File: src/inc/dpg_defs.svh
// constants for the dual pulse generator
// assumes a single machine clock and a synchronous reset
`ifndef DPG_DEFS_SVH
`define DPG_DEFS_SVH
`define DPG_W          8
`define DPG_ZERO8      8'h00
`define DPG_ONES8      8'hff
`define DPG_ONE8       8'h01
`define DPG_DIV_W      4
`define DPG_DIV_ZERO   4'h0
`define DPG_DIV_ONE    4'h1
`define DPG_TB_W       9
`define DPG_TB_ZERO    9'h000
`define DPG_TB_ONE     9'h001
`define DPG_TB_MAX     9'h1ff
`define DPG_SEL_W      3
`define DPG_MODE_W     2
`endif

File: src/inc/dpg_pkg.sv
// types for the dual pulse generator
// assumes dpg_defs.svh is on the include path
`include "dpg_defs.svh"
package dpg_pkg;
  typedef enum logic [`DPG_MODE_W-1:0] {
    DPG_MODE_INDEP = 2'b00,
    DPG_MODE_WIDE  = 2'b01,
    DPG_MODE_CHAIN = 2'b10
  } dpg_mode_e;
  typedef enum logic [`DPG_SEL_W-1:0] {
    DPG_CLK_DIV1  = 3'b000,
    DPG_CLK_DIV2  = 3'b001,
    DPG_CLK_DIV4  = 3'b010,
    DPG_CLK_DIV8  = 3'b011,
    DPG_CLK_DIV16 = 3'b100,
    DPG_CLK_TB512 = 3'b101
  } dpg_clksel_e;
endpackage : dpg_pkg

File: src/hw/dpg_clock_select.sv
// count clock tick generator: machine clock divisions and timebase tick
// assumes timebaseTick is already on the machine clock, one cycle wide
`include "dpg_defs.svh"
module dpg_clock_select
  import dpg_pkg::*;
(
  input  wire logic                 clock,
  input  wire logic                 rst,
  input  wire dpg_pkg::dpg_clksel_e clockSel,
  input  wire logic                 timebaseTick,
  output logic                      countTick
);
  typedef struct packed {
    logic [`DPG_DIV_W-1:0] div;
    logic [`DPG_TB_W-1:0]  tb;
    logic                  tick;
  } dpg_cs_s;
  dpg_cs_s st_reg;
  dpg_cs_s st_next;

  always_comb begin
    st_next = st_reg;
    st_next.div = st_reg.div + `DPG_DIV_ONE;
    if (timebaseTick) begin
      st_next.tb = st_reg.tb + `DPG_TB_ONE;
    end
    unique case (clockSel)
      DPG_CLK_DIV1:  st_next.tick = 1'b1;
      DPG_CLK_DIV2:  st_next.tick = &st_reg.div[0:0];
      DPG_CLK_DIV4:  st_next.tick = &st_reg.div[1:0];
      DPG_CLK_DIV8:  st_next.tick = &st_reg.div[2:0];
      DPG_CLK_DIV16: st_next.tick = &st_reg.div[3:0];
      DPG_CLK_TB512: st_next.tick = timebaseTick
                                    && (st_reg.tb == `DPG_TB_MAX);
      default:       st_next.tick = 1'b0;
    endcase
  end

  always_ff @(posedge clock) begin
    if (rst) begin
      st_reg <= '{div: `DPG_DIV_ZERO, tb: `DPG_TB_ZERO, tick: 1'b0};
    end else begin
      st_reg <= st_next;
    end
  end

  assign countTick = st_reg.tick;
endmodule : dpg_clock_select

File: src/hw/dpg_pulse_gen.sv
// two-channel pulse generator with independent, 16-bit and chained modes
// assumes control ports are static-ish software bits on the machine clock
`include "dpg_defs.svh"
module dpg_pulse_gen
  import dpg_pkg::*;
(
  input  wire logic                 clock,
  input  wire logic                 rst,
  input  wire dpg_pkg::dpg_mode_e   mode,
  input  wire dpg_pkg::dpg_clksel_e chanAClockSel,
  input  wire dpg_pkg::dpg_clksel_e chanBClockSel,
  input  wire logic                 timebaseTick,
  input  wire logic                 chanAEnable,
  input  wire logic                 chanBEnable,
  input  wire logic                 chanAIrqEnable,
  input  wire logic                 chanBIrqEnable,
  input  wire logic                 chanAFlagClear,
  input  wire logic                 chanBFlagClear,
  input  wire logic                 chanAHighWrite,
  input  wire logic                 chanALowWrite,
  input  wire logic                 chanBHighWrite,
  input  wire logic                 chanBLowWrite,
  input  wire logic [`DPG_W-1:0]    writeData,
  output logic                      chanAOutFirst,
  output logic                      chanAOutSecond,
  output logic                      chanBOutFirst,
  output logic                      chanBOutSecond,
  output logic                      chanAUnderflowFlag,
  output logic                      chanBUnderflowFlag,
  output logic                      chanAIrq,
  output logic                      chanBIrq
);
  typedef struct packed {
    logic [`DPG_W-1:0] aHigh;
    logic [`DPG_W-1:0] aLow;
    logic [`DPG_W-1:0] bHigh;
    logic [`DPG_W-1:0] bLow;
    logic [`DPG_W-1:0] aHighStage;
    logic [`DPG_W-1:0] bHighStage;
    logic              aStaged;
    logic              bStaged;
    logic [`DPG_W-1:0] aCount;
    logic [`DPG_W-1:0] bCount;
    logic              aRun;
    logic              bRun;
    logic              aLevel;
    logic              bLevel;
    logic              aFlag;
    logic              bFlag;
    logic              aIrq;
    logic              bIrq;
    logic              pinA1;
    logic              pinA2;
    logic              pinB1;
    logic              pinB2;
  } dpg_st_s;

  dpg_st_s st_reg;
  dpg_st_s st_next;
  logic    tickA;
  logic    tickB;
  logic    uflA;
  logic    uflB;
  logic    wideUfl;
  logic    tickBUse;

  dpg_clock_select clkSelA (
    .clock        (clock),
    .rst          (rst),
    .clockSel     (chanAClockSel),
    .timebaseTick (timebaseTick),
    .countTick    (tickA)
  );
  dpg_clock_select clkSelB (
    .clock        (clock),
    .rst          (rst),
    .clockSel     (chanBClockSel),
    .timebaseTick (timebaseTick),
    .countTick    (tickB)
  );

  function automatic logic [`DPG_W-1:0] pickReload(
    input logic              level,
    input logic [`DPG_W-1:0] high,
    input logic [`DPG_W-1:0] low
  );
    pickReload = level ? high : low;
  endfunction : pickReload

  always_comb begin
    st_next = st_reg;
    // high write staged until low write
    if (chanAHighWrite) begin
      st_next.aHighStage = writeData;
      st_next.aStaged    = 1'b1;
    end
    if (chanALowWrite) begin
      st_next.aLow = writeData;
      if (st_reg.aStaged) begin
        st_next.aHigh   = st_reg.aHighStage;
        st_next.aStaged = 1'b0;
      end
    end
    if (chanBHighWrite) begin
      st_next.bHighStage = writeData;
      st_next.bStaged    = 1'b1;
    end
    if (chanBLowWrite) begin
      st_next.bLow = writeData;
      if (st_reg.bStaged) begin
        st_next.bHigh   = st_reg.bHighStage;
        st_next.bStaged = 1'b0;
      end
    end

    uflA    = st_reg.aRun && tickA && (st_reg.aCount == `DPG_ZERO8);
    wideUfl = 1'b0;
    uflB    = 1'b0;
    tickBUse = tickB;
    unique case (mode)
      // channel a underflow clocks channel b
      DPG_MODE_CHAIN: tickBUse = uflA;
      // counters linked, a is low byte
      DPG_MODE_WIDE:  tickBUse = st_reg.aRun && tickA
                                 && (st_reg.aCount == `DPG_ZERO8);
      DPG_MODE_INDEP: tickBUse = tickB;
      default:        tickBUse = 1'b0;
    endcase
    uflB = st_reg.bRun && tickBUse && (st_reg.bCount == `DPG_ZERO8);
    if (mode == DPG_MODE_WIDE) begin
      // 16-bit phase from 1 to 65536 counts
      wideUfl = uflB;
      uflA    = 1'b0;
    end

    // channel a counter
    if (!chanAEnable) begin
      st_next.aRun   = 1'b0;
      st_next.aLevel = 1'b0;
    end else if (!st_reg.aRun) begin
      st_next.aRun   = 1'b1;
      st_next.aCount = pickReload(1'b0, st_reg.aHigh, st_reg.aLow);
    end else if (mode == DPG_MODE_WIDE) begin
      if (wideUfl) begin
        st_next.aLevel = !st_reg.aLevel;
        st_next.aCount = pickReload(!st_reg.aLevel, st_reg.aHigh,
                                    st_reg.aLow);
      end else if (tickA) begin
        st_next.aCount = st_reg.aCount - `DPG_ONE8;
      end
    end else if (uflA) begin
      st_next.aLevel = !st_reg.aLevel;
      st_next.aCount = pickReload(!st_reg.aLevel, st_reg.aHigh,
                                  st_reg.aLow);
    end else if (tickA) begin
      st_next.aCount = st_reg.aCount - `DPG_ONE8;
    end

    // channel b counter
    if (!chanBEnable) begin
      st_next.bRun   = 1'b0;
      st_next.bLevel = 1'b0;
    end else if (!st_reg.bRun) begin
      st_next.bRun   = 1'b1;
      st_next.bCount = pickReload(1'b0, st_reg.bHigh, st_reg.bLow);
    end else if (uflB) begin
      st_next.bLevel = !st_reg.bLevel;
      st_next.bCount = pickReload(!st_reg.bLevel, st_reg.bHigh,
                                  st_reg.bLow);
    end else if (tickBUse) begin
      st_next.bCount = st_reg.bCount - `DPG_ONE8;
    end

    if (chanAFlagClear) begin
      st_next.aFlag = 1'b0;
    end
    if (chanBFlagClear) begin
      st_next.bFlag = 1'b0;
    end
    if (uflA) begin
      st_next.aFlag = 1'b1;
    end
    if (uflB) begin
      st_next.bFlag = 1'b1;
    end
    st_next.aIrq = st_next.aFlag && chanAIrqEnable;
    st_next.bIrq = st_next.bFlag && chanBIrqEnable;

    st_next.pinA1 = st_next.aLevel;
    st_next.pinA2 = st_next.aLevel;
    st_next.pinB1 = st_next.bLevel;
    st_next.pinB2 = st_next.bLevel;
    if (mode == DPG_MODE_WIDE) begin
      st_next.pinA1 = st_next.aLevel;
      st_next.pinA2 = st_next.aLevel;
      st_next.pinB1 = st_next.aLevel;
      st_next.pinB2 = st_next.aLevel;
    end
  end

  always_ff @(posedge clock) begin
    if (rst) begin
      st_reg <= '0;
    end else begin
      st_reg <= st_next;
    end
  end

  assign chanAOutFirst      = st_reg.pinA1;
  assign chanAOutSecond     = st_reg.pinA2;
  assign chanBOutFirst      = st_reg.pinB1;
  assign chanBOutSecond     = st_reg.pinB2;
  assign chanAUnderflowFlag = st_reg.aFlag;
  assign chanBUnderflowFlag = st_reg.bFlag;
  assign chanAIrq           = st_reg.aIrq;
  assign chanBIrq           = st_reg.bIrq;
endmodule : dpg_pulse_gen

File: config.mk
export PLATFORM = sky130hd
export DESIGN_NAME = dpg_pulse_gen
export DESIGN_NICKNAME = d
export VERILOG_FILES = /design/src/inc/dpg_pkg.sv /design/src/hw/dpg_clock_select.sv /design/src/hw/dpg_pulse_gen.sv
export VERILOG_INCLUDE_DIRS = /design/src /design/src/inc
export SDC_FILE = /design/constraint.sdc
export NUM_CORES = 1
export LEC_CHECK = 0
export BUFFER_PORTS_ARGS = -buffer_cell sky130_fd_sc_hd__clkbuf_2
export CORE_UTILIZATION = 50
export CTS_BUF_LIST = sky130_fd_sc_hd__clkbuf_16
export CTS_CLUSTER_SIZE = 20
export DETAILED_ROUTE_END_ITERATION = 16
export PLACE_DENSITY = 0.68
export SKIP_CTS_REPAIR_TIMING = 1
export SYNTH_ARGS = -nofsm -noshare
export SYNTH_HDL_FRONTEND = slang
export SYNTH_HIERARCHICAL = 1
export SYNTH_SLANG_ARGS = --single-unit
File: constraint.sdc
create_clock -name clock -period 2.97 [get_ports clock]
set_input_delay 0 -clock clock [delete_from_list [all_inputs] [get_ports clock]]
set_output_delay 0 -clock clock [all_outputs]
set_load 0.02 [all_outputs]
==> run summary, run 1 <==
Yosys mapped a number of flops with a built-in enable equal to 0. The floorplan step defined a die boundary enclosing 0.00982 mm². After synthesis the netlist holds a flip-flop and latch count of 103. Max-cap violations in this run came to 0.

Headroom to the max-slew limit came out at 53.8%. Global-route wire length before repair: 16.5 mm. The ratio of final minimum period to clock period was 81.4%. The clock period minus worst slack was 2.42 ns; the number of DRC markers after the initial detailed-route iteration was 136.

By count the netlist is led by 103 x sky130_fd_sc_hd__dfxtp_1, 78 x sky130_fd_sc_hd__nor2_1, 44 x sky130_fd_sc_hd__mux2i_1, 38 x sky130_fd_sc_hd__nand2_1, 28 x sky130_fd_sc_hd__a21oi_1. The clock passes through at most 2 buffers. The worst hold slack after final layout is -0.0288 ns, and the number of nets in the synthesized netlist is 570. The upper clock frequency limit was 414 MHz; the area after detailed placement was 0.00493 mm².

Once detailed placement completed, the half-perimeter wirelength came to 6.89 mm. The flip-flop count of the largest register after layout was 69; the initial cell density of the core was 51.3%. The slew at the pin with the worst max-slew slack works out to 0.694 ns. The category of the worst setup path capture point was a flip-flop.

Path type of the worst min-delay path: in2reg. The pre-antenna-repair detailed-routing pass consisted of 6 iterations. Data on the critical path is required at its endpoint by 3.22 ns. Largest net degree at the start of global routing: 44. The tools report the via count of the first global-routing pass as 3529. Sum of overflow across all layers after global routing: 0. TritonCTS built the clock tree. The number of unique standard cell types used by synthesis is 57. Compared with the post-synthesis result, the final layout area differs by 12.6%. The logs give 9.87 mm for the wire length reported by the detailed router and 0 for the number of antenna violations at the first check in global routing. The critical path is of the reg2reg type. The layout cell share with drive strength beyond 1 came out at 12.6%. The clock root buffer was sky130_fd_sc_hd__clkbuf_16.

The total area inside the core boundary comes to 0.00920 mm². Port buffering added 36 buffers. For the final routed database, the setup TNS stands at 0 ns. For this run, the number of Yosys warnings is 6.

The tools report the highest ir drop seen on vdd as 0.000341 V. Cells fill 57.7% of the core in the end. Among all cell types in the netlist, the one instantiated most often is sky130_fd_sc_hd__dfxtp_1. STA puts the critical path data arrival time at 2.67 ns. Counting flops with an async set or reset pin after synthesis yields a share of 0%.

In the synthesized netlist the dominant register cell turns out to be sky130_fd_sc_hd__dfxtp_1. During I/O placement, the number of pins put on the boundary was 37. For the final antenna diode count, the log shows 0. Row generation in the floorplan step produced 35 rows. The total of fill cells in the finished design was 812.

The peak fanout along the critical path was 16. The tools report the total setup violations reported at the end of the flow as 0. The largest total area in the synthesized netlist belongs to sky130_fd_sc_hd__dfxtp_1. The logs give 0.552 ns for the worst path setup slack after routing and 5 for the hold violation total from the final report. The flow ran to the end, but the final reports show violations.

Global routing used 21.3% of the available tracks. Setup repair after global routing left no endpoint under its margin. Number of clock sinks seen by CTS: 103.

The number of nets at the end of the flow is 600. The run gives 0.00471 mm² as the summed instance area of the synthesized netlist. Synthesis produced a netlist whose cell count is 527. Startpoint type of the worst setup path: a flip-flop. Of the post-synthesis cell area, the dominant cell type holds 43.7%. Share of synthesized area occupied by flip-flops and latches: 43.7%. The logs give 2.18 nW for the cell leakage power and 3 for the CTS H-tree depth.

For this design the ratio of total power to cell area is 572 mW/mm². The routed length per placed instance is 14.7 µm. Number of DRC violations after detailed routing: 0. Timing analysis after detailed placement gives a worst setup slack of 0.583 ns. The floorplan step set the die height to 99.1 µm.

The later pin in the worst-skew pair is clocked with a latency of 0.34 ns. In the routed layout, each cell is associated on average with a via count of 5.51. Across the routed clock network, the largest skew measured is 0.00781 ns. The die width is 99.1 µm, and the average size of a mapped cell is 8.95 µm².

The run gives 0.851 as the last weighted congestion value of the routability-driven placer. For the total clock buffers created by CTS, the log shows 9. The final-report max-slew violation count came out at 0. Summing over every cut layer, the via total after detailed routing is 3709. The count of nets left with antenna violations once routing finished came out at 0. The final reports fail on negative hold slack.

After synthesis, the cell types taking the most area are sky130_fd_sc_hd__dfxtp_1 44%, sky130_fd_sc_hd__mux2i_1 9.3%, sky130_fd_sc_hd__nor2_1 6.2%. Clock-pin slew was measured on the worst setup and hold paths at 0.07 ns. The slack of the worst reg-to-reg path was 0.55 ns. The run gives 0.00531 mm² as the post-route cell area.
==> placed cells by master (no fill, tap or decap), types with 8 or more instances in the layout <==
cell type / n
sky130_fd_sc_hd__a21oi_1: 28
sky130_fd_sc_hd__clkbuf_16: 9
sky130_fd_sc_hd__clkbuf_2: 35
sky130_fd_sc_hd__dfxtp_1: 103
sky130_fd_sc_hd__ha_1: 14
sky130_fd_sc_hd__inv_1: 15
sky130_fd_sc_hd__mux2i_1: 44
sky130_fd_sc_hd__nand2_1: 38
sky130_fd_sc_hd__nand3_1: 24
sky130_fd_sc_hd__nand4_1: 8
sky130_fd_sc_hd__nor2_1: 78
sky130_fd_sc_hd__nor3_1: 15
sky130_fd_sc_hd__o21ai_0: 19
sky130_fd_sc_hd__xnor2_1: 10
sky130_fd_sc_hd__xor2_1: 15
==> metrics by stage <==
stage          cells  power, mW  hold WS [ns]
2_1_floorplan    527       1.74        0.0691
3_3_place_gp     650       1.82         0.199
3_5_place_dp     650       1.83         0.204
4_1_cts          666       3.05        -0.149
5_1_grt          673       3.17       0.00739
6_report         673       3.04       -0.0288
==> cell type report <==
class | instances | area, µm² | share of cell area, %
Timing Repair Buffer | 47 | 280 | 5.28
Inverter | 15 | 56.3 | 1.06
Tap cell | 111 | 139 | 2.62
Multi-Input combinational cell | 381 | 2460 | 46.4
Clock inverter | 7 | 85.1 | 1.60
Sequential cell | 103 | 2060 | 38.8
Clock buffer | 9 | 225 | 4.24
==> final timing paths <==
check	from	to	cells after the start
setup / recovery	st_reg[20]$_SDFFE_PP0P_	st_reg[15]$_SDFFE_PP0P_	8
hold / removal	chanAFlagClear	chanAUnderflowFlag$_SDFF_PP0_	4
setup reg to reg	st_reg[20]$_SDFFE_PP0P_	st_reg[15]$_SDFFE_PP0P_	8
hold reg to reg	st_reg[33]$_SDFFE_PP0P_	st_reg[57]$_SDFFE_PP0P_	2
==> worst max-delay path: stages (launching register included) <==
cell and delay [ns]:
sky130_fd_sc_hd__dfxtp_1 0.39, sky130_fd_sc_hd__inv_1 0.08, sky130_fd_sc_hd__ha_1 0.19, sky130_fd_sc_hd__and4b_1 0.19, sky130_fd_sc_hd__and4_1 0.24, sky130_fd_sc_hd__o21ai_2 0.56, sky130_fd_sc_hd__o21ai_1 0.23, sky130_fd_sc_hd__o2bb2ai_1 0.18
sky130_fd_sc_hd__a311oi_1 0.25
==> kinds of logic after synthesis <==
logic type,synth area share [%]
compound gates,13.0
xor+xnor,4.64
fa+ha+maj,3.72
buf+inv,4.03
flops,43.7
mux,10.1
simple gates,20.8
==> where the power goes <==
part / internal, mW / leakage (nW) / switching [mW] / total (mW)
Clock: 0.675 / 0.154 / 0.552 / 1.23
Sequential: 1.44 / 0.843 / 0.0569 / 1.50
Combinational: 0.140 / 1.18 / 0.169 / 0.309
Total: 2.26 / 2.18 / 0.777 / 3.04
==> metal layers <==
layer | global-route usage, % | share of wire [%]
met2 | 36.5 | 49
met4 | 8.71 | 1.8
met3 | 3.37 | 3.2
met1 | 26.8 | 46
met5 | 0 | 0
No activity file was read; power rests on OpenSTA's default activity.
==> run 2: changes to the inputs <==
Settings changed: ABC_AREA set to 1.
Clock period 2.97 ns to 2.4 ns, I/O delays scaled along.
==> run 2 against run 1 <==
  * The run now ends clean
  * Fmax rose by 17%
  * Via count is 20% higher
  * Design area rose by 8.7%
  * Core utilization increased by 1.3 points
  * Non-clock buffer count grew 9
  * Critical path type unchanged
  * Critical endpoint is now clkSelA/countTick$_SDFF_PP0_
  * Largest power group unchanged
==> run summary, run 2 <==
The wire length reported by the detailed router came out at 11.1 mm (+13%). Die extent in y: 102 µm (+3.4%). The net switching share of the total power is 27.7% (+2.1 points). After global routing, the most crowded layer is met2.

TritonCTS built the clock tree. The residual antenna-violating net count after detailed routing is 0 (unchanged), and the met1 track utilization from global routing is 29.2% (+2.4 points). The run gives 12.3% (+2.1 points) as the power share of the combinational group. The run gives 0 (unchanged) as the number of maximum-capacitance constraint violations. For the sum of overflow across all layers after global routing, the log shows 0 (unchanged). The logs give 5 (-1) for the detailed-routing iteration count for the pre-antenna-repair pass and 58.3% (+4.5 points) for the worst slew slack as a fraction of its limit. Compared with the post-synthesis result, the final layout area differs by 14.4%. The worst setup path is captured at a flip-flop.

The final antenna diode count is 0 (unchanged), and the highest ir drop seen on vdd is 0.000472 V (+39%). The share of total power in sequential cells came out at 47.7% (-1.7 points). The most common cell after layout, fill and taps aside is sky130_fd_sc_hd__nor2_1. The total clock buffers created by CTS was 9 (unchanged).

In the layout the commonest cells are 130 x sky130_fd_sc_hd__nor2_1, 128 x sky130_fd_sc_hd__nand2_1, 103 x sky130_fd_sc_hd__dfxtp_1. The share of the synthesized area in the top cell type is 40.9% (-2.9 points). The logs give 2.46 nW (+13%) for the cell leakage power and 51.6% (+0.33 points) for the initial cell density of the core. The number of clock sinks seen by CTS was 103 (unchanged); the total setup violations reported at the end of the flow was 0 (unchanged). The tools report the share of synthesized area occupied by flip-flops and latches as 40.9% (-2.9 points). The tools report the total number of placement rows as 36 (+2.9%).

The largest net degree at the start of global routing came out at 60 (+36%). The global-route wire length before repair is 18.2 mm (+10%). The clock period minus worst slack is 2.07 ns (-0.349 ns), and the layout cell share with drive strength beyond 1 is 10.4% (-2.2 points). The clock root buffer was sky130_fd_sc_hd__clkbuf_16. The met3 track utilization from global routing came out at 4.99% (+1.6 points). The slew at the pin with the worst max-slew slack came out at 0.626 ns (-0.0677 ns). The async set-or-reset flop fraction in the synthesized netlist is 0% (unchanged). The type of the setup path with the least slack is reg2reg. Internal power: 2.84 mW (+26%). The cell count after placement came out at 866 (+33%).

The number of nets at the end of the flow is 804 (+34%). The logs give 37.0% (+0.50 points) for the fraction of met2 tracks used by global routing and 483 MHz (+17%) for the upper clock frequency limit. The tools report the data arrival time of the critical path as 2.36 ns (-0.31 ns). The tools report the number of antenna violations at the first check in global routing as 0 (unchanged). The die area was 0.0105 mm² (+6.8%); the peak fanout along the critical path was 4 (-12). For the non-filler instance count after layout, the log shows 899 (+34%).

CTS H-tree depth: 3 (unchanged). The tools report the startpoint type of the worst setup path as a flip-flop. The number of register bits inferred by synthesis came out at 103 (unchanged). The required time at the endpoint of the critical path is 2.69 ns (-0.53 ns), and the area of the core region is 0.00977 mm² (+6.3%).

Among all cell types in the netlist, the one instantiated most often is sky130_fd_sc_hd__nor2_1. The run gives 0 (unchanged) as the number of DRC violations after detailed routing. The final-report max-slew violation count was 0 (unchanged); the hold violation total from the final report was 0 (-5). The power density over the cells works out to 680 mW/mm² (+19%). The logs give 0.35 ns (about the same) for the clock latency reported for the late side of the worst-skew pair and 1.09 mW (+40%) for the total net switching power. Via-per-instance ratio: 4.93 (-10%). Summed over all instances, the cell type with the most area after synthesis is sky130_fd_sc_hd__dfxtp_1. Count of synthesis-stage warnings from yosys: 6 (unchanged).

The summed instance area of the synthesized netlist was 0.00504 mm² (+7.0%); the last weighted congestion value of the routability-driven placer was 0.843 (-0.89%). The path type of the worst min-delay path was in2reg. The portion of total power attributed to the clock network is 39.9% (-0.5 points). The total global routing track utilization was 22.5% (+1.2 points).

The average size of a mapped cell is 7.00 µm² (-22%). The count of flip-flops with a built-in enable after synthesis was 0 (unchanged); the routed length per placed instance was 12.4 µm (-16%). The final total negative setup slack was 0 ns (unchanged).

The tools report the synthesized instance count as 720 (+37%). In the synthesized netlist the dominant register cell turns out to be sky130_fd_sc_hd__dfxtp_1. By area the synthesized netlist is led by sky130_fd_sc_hd__dfxtp_1 41%, sky130_fd_sc_hd__nor2_1 9.7%, sky130_fd_sc_hd__nand2_1 9.5%. The total number of vias was 4435 (+20%); the clock-pin slew reported for the worst setup and hold paths after clock tree synthesis was 0.08 ns (about the same). The flow ran to the end, and the final reports show no timing, DRC or antenna violations. The tools report the number of unique standard cell types used by synthesis as 37 (-35%). The tools report the number of buffers between clock root and the deepest sink as 2 (unchanged).

The via count of the first global-routing pass was 3852 (+9.2%). Ratio of final minimum period to clock period: 86.2% (+4.8 points). The die width is 102 µm (+3.4%), and the number of port buffers is 36 (unchanged). Setup repair after global routing left no endpoint under its margin.

Total of fill cells in the finished design: 952 (+17%). By count the netlist is led by 130 x sky130_fd_sc_hd__nor2_1, 128 x sky130_fd_sc_hd__nand2_1, 103 x sky130_fd_sc_hd__dfxtp_1, 91 x sky130_fd_sc_hd__o21ai_0, 75 x sky130_fd_sc_hd__inv_1. The half-perimeter wire length after detailed placement is 7.78 mm (+13%). The number of nets in the synthesized netlist came out at 763 (+34%). The logs give 182 (+34%) for the number of DRC markers after the initial detailed-route iteration and 0.00858 ns (+0.000771 ns) for the worst clock skew. The flip-flop count of the largest register after layout is 69 (unchanged), and the top-level I/O count is 37 (unchanged).
run 2: changes by cell type in the layout (fill, tap and decap cells not counted), moves of 7 or more:
cell,change
sky130_fd_sc_hd__nand3_1,+8
sky130_fd_sc_hd__mux2i_1,-42
sky130_fd_sc_hd__xor2_1,-10
sky130_fd_sc_hd__dlygate4sd3_1,+10
sky130_fd_sc_hd__a21oi_1,+20
sky130_fd_sc_hd__inv_1,+60
sky130_fd_sc_hd__o21ai_0,+72
sky130_fd_sc_hd__nand2_1,+90
sky130_fd_sc_hd__a31oi_1,+7
sky130_fd_sc_hd__nor2_1,+52
run 2: power by group through the flow:
stage | clock network (mW) | registers, mW | logic (mW)
2_1_floorplan | 0 | 1.89 | 0.355
3_3_place_gp | 0 | 1.91 | 0.447
3_5_place_dp | 0 | 1.91 | 0.457
4_1_cts | 1.61 | 1.87 | 0.461
5_1_grt | 1.68 | 1.89 | 0.556
6_report | 1.57 | 1.87 | 0.485
run 2: area by class of cell:
cell class	instances	area [µm²]	area share, %
flip-flops and latches	103	2060	35.7
well taps	133	166	2.88
inverters	80	300	5.20
repair buffers	56	373	6.46
multi-input cells	511	2540	44.1
clock inverters	7	100	1.73
clock buffers	9	225	3.90
run 2: logic make-up (layout without fill, tap and decap cells):
kind of cell / count (synthesis) / after routing / share of synthesized area [%]
XOR/XNOR: 10 / 10 / 1.74
adder cells (fa/ha/maj): 14 / 14 / 3.47
AND/OR/NAND/NOR: 327 / 327 / 28.3
flip-flops: 103 / 103 / 40.9
buffers and inverters: 106 / 152 / 8.68
multiplexers: 2 / 2 / 0.397
AO/OA/AOI/OAI: 158 / 158 / 16.5
run 2: worst max-delay path, stage by stage (launching register included):
cell and delay [ns]:
sky130_fd_sc_hd__dfxtp_1 0.42, sky130_fd_sc_hd__ha_1 0.22, sky130_fd_sc_hd__nand3_1 0.11, sky130_fd_sc_hd__nor3_1 0.18, sky130_fd_sc_hd__ha_1 0.18, sky130_fd_sc_hd__nand2_1 0.05
sky130_fd_sc_hd__nand2_1 0.07, sky130_fd_sc_hd__nand2_1 0.05, sky130_fd_sc_hd__nand2_1 0.05, sky130_fd_sc_hd__nand2_1 0.04, sky130_fd_sc_hd__dlygate4sd3_1 0.55, sky130_fd_sc_hd__nor2_1 0.09
run 2: worst paths after layout:
check / slack (ns) / endpoint / cells after the start / startpoint
setup / recovery: 0.33 / clkSelA/countTick$_SDFF_PP0_ / 11 / clkSelA/st_reg[1]$_SDFFE_PP0P_
hold / removal: 0.003 / st_reg[49]$_SDFFE_PP0P_ / 3 / writeData[3]
setup reg to reg: 0.33 / clkSelA/countTick$_SDFF_PP0_ / 11 / clkSelA/st_reg[1]$_SDFFE_PP0P_
hold reg to reg: 0.46 / clkSelB/st_reg[10]$_SDFF_PP0_ / 1 / clkSelB/st_reg[10]$_SDFF_PP0_
run 2: per-layer routing:
| layer | routed length (µm) | up-vias |
|---|---|---|
| met5 | 0 | - |
| met4 | 78 | 0 |
| met3 | 413 | 4 |
| met2 | 5200 | 66 |
| met1 | 5430 | 1965 |
| li1 | - | 2400 |
run 2: through the flow:
| step | power [mW] | setup WS (ns) | instance area (µm²) | hold WS [ns] | utilization, % |
|---|---|---|---|---|---|
| floorplan | 2.25 | 0.694 | 5040 | 0.0667 | - |
| global placement | 2.36 | 0.445 | 5280 | 0.214 | 54.0 |
| detailed placement | 2.37 | 0.387 | 5280 | 0.219 | 54.0 |
| CTS | 3.95 | 0.370 | 5600 | -0.159 | 57.3 |
| global route | 4.12 | 0.0897 | 5770 | 0.0189 | 59.0 |
| finish | 3.93 | 0.331 | 5770 | 0.00256 | 59.0 |
